==> src/inc/sub_pkg.sv <==
package sub_pkg;
   // SPI command bytes
   localparam logic [7:0] CMD_LOAD_QUEUE    = 8'hC0;
   localparam logic [7:0] CMD_ADVANCE_QUEUE = 8'hB0;
   localparam logic [7:0] CMD_READ_STATUS   = 8'h01;
   localparam logic [7:0] CMD_READ_NEXT     = 8'h93;
   // Byte positions inside one SPI transaction
   localparam logic [7:0] IDX_CMD  = 8'h00;
   localparam logic [7:0] IDX_LEN  = 8'h01;
   localparam logic [7:0] IDX_DATA = 8'h02;
   localparam logic [7:0] IDX_MAX  = 8'hFF;
   localparam logic [2:0] BIT_LAST = 3'h7;
   // Transmit queue and receive buffer sizes
   localparam int         TXQ_AW      = 4;
   localparam logic [7:0] TXQ_DEPTH   = 8'h10;
   localparam int         RXB_AW      = 5;
   localparam logic [7:0] RXB_DATA_MAX = 8'h1E;  // Leaves room for status and check bytes
   // Receive status bit positions
   localparam int ST_ERR_BIT  = 0;
   localparam int ST_STOP_BIT = 1;
   localparam int ST_OVF_BIT  = 2;
   // Packet check code
   localparam logic [7:0] CRC_POLY = 8'h07;
   localparam logic [7:0] CRC_INIT = 8'h00;
   // Receive framing states
   typedef enum logic [1:0] {RX_DATA, RX_LS, RX_PEC} sub_rx_state_t;
endpackage

==> src/rtl/sub_bridge.sv <==
`timescale 1ns/1ps
module sub_bridge
   import sub_pkg::*;
(
   input  wire logic       CLK_SYS,
   input  wire logic       SYS_RST,
   input  wire logic       SPI_SCLK,
   input  wire logic       SPI_CS_N,
   input  wire logic       SPI_MOSI,
   output logic            SPI_MISO,
   output logic            SPI_MISO_OE,
   output logic [7:0]      UART_TX_DATA,
   output logic            UART_TX_VALID,
   input  wire logic       UART_TX_READY,
   input  wire logic [7:0] UART_RX_DATA,
   input  wire logic       UART_RX_VALID,
   input  wire logic       UART_RX_STOP,
   input  wire logic       UART_RX_ERR,
   input  wire logic [7:0] LOCKSTEP_STATUS
);
   import sub_pkg::*;

   logic [2:0]    sclk_s, cs_s, mosi_s;
   logic [2:0]    bit_cnt;
   logic [7:0]    shift_in, shift_out, byte_in, next_resp, status;
   logic [7:0]    cmd, byte_idx, ld_len, ld_cnt, rd_ptr;
   logic          rise, fall, cs_rise, cs_fall, byte_done, tq_we, adv_req;
   logic          msg_release, stat_clear;
   logic [7:0]    tx_mem [0:(1<<TXQ_AW)-1];
   logic [7:0]    tx_rptr, tx_len;
   logic          tx_run, push, pop, in_ready;
   logic [7:0]    b0, b1;
   logic [1:0]    b_cnt;
   logic [7:0]    rx_mem [0:(1<<RXB_AW)-1];
   logic [7:0]    rx_wptr, rx_len, crc, rx_wd;
   logic          rx_we, rx_stop, rx_err, rx_ovf;
   logic [RXB_AW-1:0] rd_idx, rx_widx;
   sub_rx_state_t rx_state;

   // One CRC-8 step over a byte, MSB first
   function automatic logic [7:0] crc8(input logic [7:0] c, input logic [7:0] d);
      logic [7:0] r;
      r = c ^ d;
      for (int i = 0; i < 8; i++) begin
         r = r[7] ? ((r << 1) ^ CRC_POLY) : (r << 1);
      end
      return r;
   endfunction

   ////////////////////////////////////////////////////////////////////////////////
   // SPI pin synchronisers; stage 0 feeds only stage 1
   always_ff @(posedge CLK_SYS or posedge SYS_RST) begin
      if (SYS_RST) begin
         sclk_s <= 3'h0;
         cs_s   <= 3'h7;
         mosi_s <= 3'h0;
      end else begin
         sclk_s <= {sclk_s[1:0], SPI_SCLK};
         cs_s   <= {cs_s[1:0], SPI_CS_N};
         mosi_s <= {mosi_s[1:0], SPI_MOSI};
      end
   end

   // Edge detection on synchronised levels
   assign rise      = sclk_s[1] & ~sclk_s[2] & ~cs_s[1];
   assign fall      = ~sclk_s[1] & sclk_s[2] & ~cs_s[1];
   assign cs_rise   = cs_s[1] & ~cs_s[2];
   assign cs_fall   = ~cs_s[1] & cs_s[2];
   assign byte_in   = {shift_in[6:0], mosi_s[1]};
   assign byte_done = rise & (bit_cnt == BIT_LAST);
   assign tq_we     = byte_done & (cmd == CMD_LOAD_QUEUE) & (byte_idx >= IDX_DATA)
                      & (ld_cnt < ld_len) & (ld_cnt < TXQ_DEPTH);
   assign msg_release = cs_rise & (cmd == CMD_READ_NEXT);
   assign stat_clear  = cs_rise & (cmd == CMD_READ_STATUS);
   assign SPI_MISO    = shift_out[7];
   assign SPI_MISO_OE = ~cs_s[1];
   assign rd_idx      = rd_ptr[RXB_AW-1:0];   // Buffer read slot
   assign rx_widx     = rx_wptr[RXB_AW-1:0];  // Buffer write slot

   // Receive status byte
   always_comb begin
      status = 8'h00;
      status[ST_ERR_BIT]  = rx_err;
      status[ST_STOP_BIT] = rx_stop;
      status[ST_OVF_BIT]  = rx_ovf;
   end

   // Next byte to present on the data out pin
   always_comb begin
      next_resp = 8'h00;
      if (byte_idx == IDX_CMD) begin
         if (byte_in == CMD_READ_STATUS) begin
            next_resp = status;
         end else if (byte_in == CMD_READ_NEXT && rx_stop) begin
            next_resp = rx_mem[0];
         end
      end else if (cmd == CMD_READ_NEXT && rx_stop && rd_ptr < rx_len) begin
         next_resp = rx_mem[rd_idx];
      end
   end

   ////////////////////////////////////////////////////////////////////////////////
   // Bit shifting, mode 0: capture on rising, shift on falling, next byte loaded on the eighth rising
   always_ff @(posedge CLK_SYS or posedge SYS_RST) begin
      if (SYS_RST) begin
         bit_cnt   <= 3'h0;
         shift_in  <= 8'h00;
         shift_out <= 8'h00;
      end else if (cs_fall) begin
         bit_cnt   <= 3'h0;
         shift_out <= 8'h00;
      end else if (byte_done) begin
         bit_cnt   <= 3'h0;
         shift_in  <= byte_in;
         shift_out <= next_resp;
      end else if (rise) begin
         bit_cnt  <= bit_cnt + 3'h1;
         shift_in <= byte_in;
      end else if (fall && bit_cnt != 3'h0) begin
         shift_out <= {shift_out[6:0], 1'b0};
      end
   end

   // Command decode and byte position tracking
   always_ff @(posedge CLK_SYS or posedge SYS_RST) begin
      if (SYS_RST) begin
         cmd      <= 8'h00;
         byte_idx <= IDX_CMD;
         ld_len   <= 8'h00;
         ld_cnt   <= 8'h00;
         rd_ptr   <= 8'h00;
         adv_req  <= 1'b0;
      end else begin
         adv_req <= 1'b0;
         if (cs_fall) begin
            byte_idx <= IDX_CMD;
         end else if (cs_rise) begin
            cmd <= 8'h00;
         end else if (byte_done) begin
            if (byte_idx != IDX_MAX) begin
               byte_idx <= byte_idx + 8'h01;
            end
            if (byte_idx == IDX_CMD) begin
               cmd     <= byte_in;
               rd_ptr  <= 8'h01;
               adv_req <= (byte_in == CMD_ADVANCE_QUEUE);
            end else if (cmd == CMD_LOAD_QUEUE && byte_idx == IDX_LEN) begin
               ld_len <= byte_in;
               ld_cnt <= 8'h00;
            end else if (tq_we) begin
               ld_cnt <= ld_cnt + 8'h01;
            end else if (cmd == CMD_READ_NEXT) begin
               rd_ptr <= rd_ptr + 8'h01;
            end
         end
      end
   end

   // Transmit queue storage
   always_ff @(posedge CLK_SYS) begin
      if (tq_we) begin
         tx_mem[ld_cnt[TXQ_AW-1:0]] <= byte_in;
      end
   end

   ////////////////////////////////////////////////////////////////////////////////
   // Queue drain: bytes leave unmodified, check and alive bytes included
   assign in_ready = (b_cnt != 2'h2);
   assign push     = tx_run & in_ready;
   assign pop      = UART_TX_VALID & UART_TX_READY;
   always_ff @(posedge CLK_SYS or posedge SYS_RST) begin
      if (SYS_RST) begin
         tx_run  <= 1'b0;
         tx_rptr <= 8'h00;
         tx_len  <= 8'h00;
      end else if (adv_req && !tx_run && ld_cnt != 8'h00) begin
         tx_run  <= 1'b1;
         tx_rptr <= 8'h00;
         tx_len  <= ld_cnt;
      end else if (push) begin
         tx_rptr <= tx_rptr + 8'h01;
         tx_run  <= (tx_rptr + 8'h01 != tx_len);
      end
   end

   // Two-entry buffer toward the UART so a stall loses no byte
   always_ff @(posedge CLK_SYS or posedge SYS_RST) begin
      if (SYS_RST) begin
         b0    <= 8'h00;
         b1    <= 8'h00;
         b_cnt <= 2'h0;
      end else begin
         case ({push, pop})
            2'b10: begin
               if (b_cnt == 2'h0) b0 <= tx_mem[tx_rptr[TXQ_AW-1:0]];
               else b1 <= tx_mem[tx_rptr[TXQ_AW-1:0]];
               b_cnt <= b_cnt + 2'h1;
            end
            2'b01: begin
               b0    <= b1;
               b_cnt <= b_cnt - 2'h1;
            end
            2'b11: begin
               if (b_cnt == 2'h1) b0 <= tx_mem[tx_rptr[TXQ_AW-1:0]];
               else begin
                  b0 <= b1;
                  b1 <= tx_mem[tx_rptr[TXQ_AW-1:0]];
               end
            end
            default: b_cnt <= b_cnt;
         endcase
      end
   end
   assign UART_TX_VALID = (b_cnt != 2'h0);
   assign UART_TX_DATA  = b0;

   ////////////////////////////////////////////////////////////////////////////////
   // Receive buffer write selection
   always_comb begin
      rx_we = 1'b0;
      rx_wd = 8'h00;
      case (rx_state)
         RX_DATA: begin
            rx_we = UART_RX_VALID & ~rx_stop & (rx_wptr < RXB_DATA_MAX);
            rx_wd = UART_RX_DATA;
         end
         RX_LS: begin
            rx_we = 1'b1;
            rx_wd = LOCKSTEP_STATUS;
         end
         RX_PEC: begin
            rx_we = 1'b1;
            rx_wd = crc;
         end
         default: rx_we = 1'b0;
      endcase
   end

   always_ff @(posedge CLK_SYS) begin
      if (rx_we) begin
         rx_mem[rx_widx] <= rx_wd;
      end
   end

   // Receive framing, check byte and error flags
   always_ff @(posedge CLK_SYS or posedge SYS_RST) begin
      if (SYS_RST) begin
         rx_state <= RX_DATA;
         rx_wptr  <= 8'h00;
         rx_len   <= 8'h00;
         crc      <= CRC_INIT;
         rx_stop  <= 1'b0;
         rx_err   <= 1'b0;
         rx_ovf   <= 1'b0;
      end else begin
         // Only a held message is freed; a partial one keeps its bytes
         if (msg_release && rx_stop) begin
            rx_stop <= 1'b0;
            rx_wptr <= 8'h00;
            crc     <= CRC_INIT;
         end
         if (stat_clear) begin
            rx_err <= 1'b0;
            rx_ovf <= 1'b0;
         end
         if (UART_RX_ERR) rx_err <= 1'b1;  // Set wins over clear
         // Bytes during the append cycles are dropped and flagged too
         if (UART_RX_VALID && (rx_state != RX_DATA || !rx_we)) rx_ovf <= 1'b1;
         if (rx_we) begin
            rx_wptr <= rx_wptr + 8'h01;
            if (rx_state != RX_PEC) crc <= crc8(crc, rx_wd);
         end
         case (rx_state)
            RX_DATA: if (UART_RX_STOP && !rx_stop) rx_state <= RX_LS;
            RX_LS:   rx_state <= RX_PEC;
            RX_PEC: begin
               rx_state <= RX_DATA;
               rx_len   <= rx_wptr + 8'h01;
               rx_stop  <= 1'b1;
            end
            default: rx_state <= RX_DATA;
         endcase
      end
   end
endmodule

==> config.mk <==
export PLATFORM = sky130hd
export DESIGN_NAME = sub_bridge
export DESIGN_NICKNAME = d
export VERILOG_FILES = /design/src/inc/sub_pkg.sv /design/src/rtl/sub_bridge.sv
export SDC_FILE = /design/constraint.sdc
export NUM_CORES = 1
export LEC_CHECK = 0
export ABC_AREA = 1
export BUFFER_PORTS_ARGS = -buffer_cell sky130_fd_sc_hd__buf_2
export CAP_MARGIN = 20
export CORE_MARGIN = 2
export CORE_UTILIZATION = 60
export CTS_CLUSTER_DIAMETER = 120
export DETAILED_ROUTE_END_ITERATION = 8
export HOLD_SLACK_MARGIN = 0.1
export PLACE_DENSITY = 0.79
export RECOVER_POWER = 100
export SETUP_SLACK_MARGIN = 0.2
export SYNTH_ARGS = -nofsm -noshare
export SYNTH_HDL_FRONTEND = slang
export SYNTH_SLANG_ARGS = --single-unit
export TNS_END_PERCENT = 1
==> constraint.sdc <==
create_clock -name CLK_SYS -period 5.75 [get_ports CLK_SYS]
set_input_delay 1.15 -clock CLK_SYS [delete_from_list [all_inputs] [get_ports CLK_SYS]]
set_output_delay 1.15 -clock CLK_SYS [all_outputs]
set_load 0.02 [all_outputs]
# Word level (Yosys, flattened, before mapping)
# Memories as Yosys holds them, arrays and structs flattened.
# Index checks and enable logic that the tools add are counted.
[classes]
mux = 67
add_sub_neg = 8
n_eq_ne = 26
multipliers = 0
reduce_logical = 48
magnitude_cmp = 5
bitwise_logic = 34
div = 0
n_shift = 0
[op_table]
columns = ["operator", "n"]
rows = [
  ["$mux W8", 32],
  ["$pmux W8 S3", 2],
  ["$add A8 B1 Y8 const B", 5],
  ["$mux W3", 11],
  ["$eq A8 B8 Y1 const B", 4],
  ["$reduce_bool A2 Y1", 16],
  ["$eq A8 B1 Y1 const B", 3],
  ["$not A3 Y3", 8],
  ["$and A1 B1 Y1", 17],
  ["$lt A8 B5 Y1 const B", 2],
  ["$lt A8 B8 Y1", 2],
  ["$pmux W8 S2", 1],
  ["$mux W1", 15],
  ["$mux W7", 2],
  ["$ne A2 B2 Y1 const B", 7],
  ["$reduce_bool A3 Y1", 4],
  ["$logic_and A1 B1 Y1", 10],
  ["$reduce_and A5 Y1", 2],
  ["$reduce_and A3 Y1", 3],
  ["$ge A8 B2 Y1 const B", 1],
  ["$logic_not A8 Y1", 1],
  ["$ne A8 B8 Y1", 1],
  ["$ne A8 B8 Y1 const B", 1],
  ["$not A1 Y1", 8],
  ["other kinds (19)", 30],
]
[totals]
rom_bits = 0
ram_bits = 384
inputBits = 25
latchBits = 0
regBits = 131
mem_count = 2
output_inout_bits = 11
wordCells = 215
[mem_list]
columns = ["memory", "depth", "width", "read_ports", "rd_clocked_by_memory_dff", "wr", "line_no", "rtl"]
rows = [
  ["rx_mem", 32, 8, 2, 0, 1, "sub_bridge.sv:34", "logic [7:0] rx_mem [0:(1<<RXB_AW)-1];"],
  ["tx_mem", 16, 8, 1, 0, 1, "sub_bridge.sv:29", "logic [7:0] tx_mem [0:(1<<TXQ_AW)-1];"],
]

# Logic depth before layout (Yosys ltp)
[depth]
depth_word = 21
depth_mapped = 16
mapped_depth_nobuf = 15

# Worst setup path before layout
# Ideal clock, no wire load.
[synth_path]
kind = "input to register"
from = "in UART_TX_READY"
to = "reg b1[0]"
arrival_ns = 2.508
required_ns = 5.619
slack_ns = 3.110
n_path_buf = 2
setup_ns = 0.131
cell_stages = 9
cell_sequence = "nand2_1 buf_2 inv_1 ha_1 inv_1 nand2_1 a22oi_1 clkbuf_1 o21ai_0"
[synth_between]
elab_chain_len = 4
elab_cells_between_ends = 8
cone_classes = "4 x eq/ne; 1 x mux; 1 x bitwise; 2 x reduce/logical"
[synth_lines]
columns = ["item", "line_no", "rtl"]
rows = [
  ["start: declaration", "sub_bridge.sv:14", "input wire logic UART_TX_READY,"],
  ["$and A1 B1 Y1 (*)", "sub_bridge.sv:170", "assign pop = UART_TX_VALID & UART_TX_READY;"],
  ["$eq A2 B2 Y1", "sub_bridge.sv:193", "case ({push, pop})"],
  ["$ne A2 B2 Y1 (no source line) or $reduce_bool A2 Y1 (tied branches)", "n/a", ""],
  ["$reduce_and A3 Y1 (no source line)", "n/a", ""],
  ["end signal: assignment", "sub_bridge.sv:196", "else b1 <= tx_mem[tx_rptr[TXQ_AW-1:0]];"],
  ["end signal: assignment", "sub_bridge.sv:207", "b1 <= tx_mem[tx_rptr[TXQ_AW-1:0]];"],
  ["end: declaration", "sub_bridge.sv:32", "logic [7:0] b0, b1;"],
]
# Mark *: on every way between the ends. The rest lies on a longest branch, timed or not.
# A chain may end at the register's enable or synchronous reset.

# Final worst setup path
[layout_path]
from = "reg tx_rptr[0]"
to = "reg tx_run"
[layout_between]
elab_chain_len = 4
[layout_lines]
columns = ["item", "line_no", "rtl"]
rows = [
  ["start: declaration", "sub_bridge.sv:30", "logic [7:0] tx_rptr, tx_len;"],
  ["start signal: assignment", "sub_bridge.sv:181", "tx_rptr <= tx_rptr + 8'h01;"],
  ["$add A8 B1 Y8", "sub_bridge.sv:182", "tx_run <= (tx_rptr + 8'h01 != tx_len);"],
  ["$ne A8 B8 Y1", "sub_bridge.sv:182", ""],
  ["$mux W1", "sub_bridge.sv:180", "end else if (push) begin"],
  ["$mux W1", "sub_bridge.sv:176", "end else if (adv_req && !tx_run && ld_cnt != 8'h00) begin"],
  ["end signal: assignment", "sub_bridge.sv:182", ""],
  ["end: declaration", "sub_bridge.sv:31", "logic tx_run, push, pop, in_ready;"],
]
# No other way between the ends. The select of a mux whose other input is x is not followed.

==> impl_metrics.py <==
metrics = {
    "status": {
        "outcome": "finished, violations left",
        "violations": "max-capacitance violations, max-slew violations",
    },
    "timing": {
        "finalWorstSetupSlack_ns": 1.57,
        "slew_headroom_pct": -162,
        "finalSetupViolCount": 0,
        "hold_viol_final": 0,
        "finalMaxSlewViolations": 427,
        "layout_min_cycle_time_ns": 4.18,
        "clock_skew_ns": 0.0404,
        "tightest_slew_ns": 3.91,
        "fmax_ghz": 0.240,
        "grt_setup_unrepaired": "no",
        "post-route-period-util_pct": 72.6,
        "finalSetupTns_ns": 0,
    },
    "global_route": {
        "grt_pass1_wl_um": 85400,
        "grt_pass1_vias": 15800,
        "antenna_found_initial": 0,
        "groute.usage.overall_pct": 28.1,
        "grt_max_degree": 90,
        "grt_overflow_total": 0,
    },
    "yosys": {
        "syn-num-nets": 2248,
        "synthArstFlopShare_pct": 25.4,
        "synth_top_area_share_pct": 50.5,
        "synth_area_leaders": "edfxtp_1 50%, dfrtp_1 14%, nand2_1 10%",
        "ys_warn_count": 0,
        "synthCells": 2178,
        "synth_edf_count": 384,
        "ys_types": 60,
        "synthTopCellsByCount": "614 x nand2_1, 384 x edfxtp_1, 233 x nand3_1, 142 x nor2_1, 132 x inv_1",
        "ys_seq_area_share_pct": 64.8,
        "synth-main-ff-cell": "edfxtp_1",
        "synth_area_per_cell_um2": 10.5,
        "syn_area_mm2": 0.0229,
        "yosys.cell_count.top_type": "nand2_1",
        "synth_top_cell_by_area": "edfxtp_1",
        "yosys_register_bits": 515,
    },
    "routing": {
        "first_pass_iters": 6,
        "routed_wirelength_um": 54500,
        "antenna_left": 0,
        "drtIter0Drc": 2035,
        "detail_route.wl_per_cell_um": 19.8,
        "viasPerCell": 5.98,
        "vias": 16400,
        "drc": 0,
    },
    "placement": {
        "gp_congestion": 0.966,
        "portBuffers": 35,
        "hpwlAfterDp_um": 34300,
        "place_ws_ns": 2.46,
        "postPlaceCellArea_mm2": 0.0234,
    },
    "power_and_ir_drop": {
        "leakage_nw": 9.85,
        "irDropWorstVdd_mv": 0.790,
        "power.density_mw_per_mm2": 402,
    },
    "worst_setup_path": {
        "critical_path_peak_fanout": 72,
        "cp-end-kind": "flop",
        "startpoint_type": "flop",
        "cp_data_required_time_ns": 6.22,
        "crit_arrival_ns": 4.64,
        "crit_type": "reg -> reg",
    },
    "hold_path": {
        "hp-class": "reg -> reg",
    },
    "final_layout": {
        "num_antenna_cells": 0,
        "layout.area.seq_mm2": 0.0148,
        "fin_nets": 2267,
        "final_area_mm2": 0.0250,
        "multi_input_area_mm2": 0.00690,
        "nFillCells": 2726,
        "syn_to_final_growth_pct": 9.28,
        "drive_above_1_share_pct": 6.70,
    },
    "clock_network": {
        "cts-resized-gates": 0,
        "cts_sinks": 515,
        "postCtsSetupRepairBufs": 0,
        "cts_tree": "done",
        "root_buffer": "clkbuf_16",
        "hold_buffers": 0,
        "numCtsBuffers": 51,
        "insertion_delay_ns": 0.62,
        "htreeDepth": 2,
        "clkSlewWorstSetupHoldPaths_ns": 0.06,
        "clockBufferDepth": 3,
    },
    "floorplanning": {
        "fp.dieW_um": 199,
        "core_area_mm2": 0.0376,
        "initial_core_util_pct": 60.8,
        "die_h_um": 199,
        "ios": 36,
        "rows": 71,
        "dieArea_mm2": 0.0397,
    },
    "flow_run": {
        "max_cap_violations": 10,
    },
}
## worst max-delay path, stage by stage, from the launching register on
cell	delay, ns
dfrtp_2	0.36
clkbuf_1	2.19
ha_1	0.51
nand4_1	0.14
nor2_1	0.16
xor2_1	0.28
xnor2_1	0.10
nor2_1	0.08
nand3_1	0.08
nand2_1	0.07
nand2_1	0.05
## area by class of cell
| class | count | area share (%) |
|---|---|---|
| Clock buffer | 67 | 5.44 |
| Clock inverter | 28 | 1.38 |
| Inverter | 165 | 2.49 |
| Multi-Input combinational cell | 1410 | 27.6 |
| Sequential cell | 515 | 59.3 |
| Tap cell | 511 | 2.56 |
| Timing Repair Buffer | 54 | 1.15 |
## metal layers
metal	GRT usage (%)	part of all wire, %	up-vias
met1	37.6	39	7829
li1	-	-	7506
met5	0	0	-
met3	5.42	9.5	173
met4	11.0	3.8	0
met2	45.8	48	940
## worst paths after layout
| path | startpoint | endpoint | slack [ns] | cells past startpoint |
|---|---|---|---|---|
| max | tx_rptr[0]$_DFFE_PP0P_ | tx_run$_DFFE_PP0P_ | 1.57 | 10 |
| min | sclk_s[0]$_DFF_PP0_ | sclk_s[1]$_DFF_PP0_ | 0.36 | 0 |
| max reg2reg | tx_rptr[0]$_DFFE_PP0P_ | tx_run$_DFFE_PP0P_ | 1.57 | 10 |
| min reg2reg | sclk_s[0]$_DFF_PP0_ | sclk_s[1]$_DFF_PP0_ | 0.36 | 0 |
| max in group asynchronous | SYS_RST | rd_ptr[0]$_DFFE_PP0P_ | 1.86 | 2 |
| min in group asynchronous | SYS_RST | UART_TX_DATA[2]$_DFFE_PP0P_ | 1.69 | 2 |
## report_power, final
part	switching [W]	leakage, nW	internal, W
Sequential	0.000195	5.21	0.00468
Clock	0.00141	0.825	0.00198
Combinational	0.00138	3.81	0.000399
Total	0.00298	9.85	0.00707
## cells by family after synthesis
kind of cell             after synthesis  share of synthesized area [%]
multiplexers                           4                          0.197
flip-flops                           515                           64.8
adder cells (fa/ha/maj)               45                           2.46
AO/OA/AOI/OAI                        276                           7.08
buffers and inverters                253                           4.60
XOR/XNOR                              33                           1.30
AND/OR/NAND/NOR                     1052                           19.5
## flip-flops by register name, summed over array words and instances (netlist names), 8 cells and up
signal	flops
cmd	8
b1	8
tx_rptr	8
rd_ptr	8
ld_len	8
ld_cnt	8
UART_TX_DATA	8
rx_len	8
byte_idx	8
rx_mem	256
tx_len	8
tx_mem	128
rx_wptr	8
shift_out	8
crc	8
## cell usage in the layout (no fill, tap or decap), types with 17 or more instances in the layout
cell type,count
nand2_1,621
edfxtp_1,384
nand3_1,233
nor2_1,146
inv_1,136
dfrtp_1,125
o21ai_0,109
a21oi_1,69
clkbuf_16,52
ha_1,45
clkbuf_1,37
o22ai_1,27
buf_2,24
inv_2,21
xor2_1,20
clkinv_1,17
## metrics by stage
step / total power, W / hold WS [ns] / std cells / utilization [%]
6_report: 0.0100 / 0.361 / 2750 / 66.5
5_1_grt: 0.0104 / 0.364 / 2750 / 66.5
4_1_cts: 0.0101 / 0.364 / 2749 / 66.8
3_5_place_dp: 0.00673 / 0.351 / 2654 / 62.3
3_3_place_gp: 0.00667 / 0.332 / 2651 / 62.2
2_1_floorplan: 0.00601 / 0.331 / 2178 / -
No activity file was read; power rests on OpenSTA's default activity.
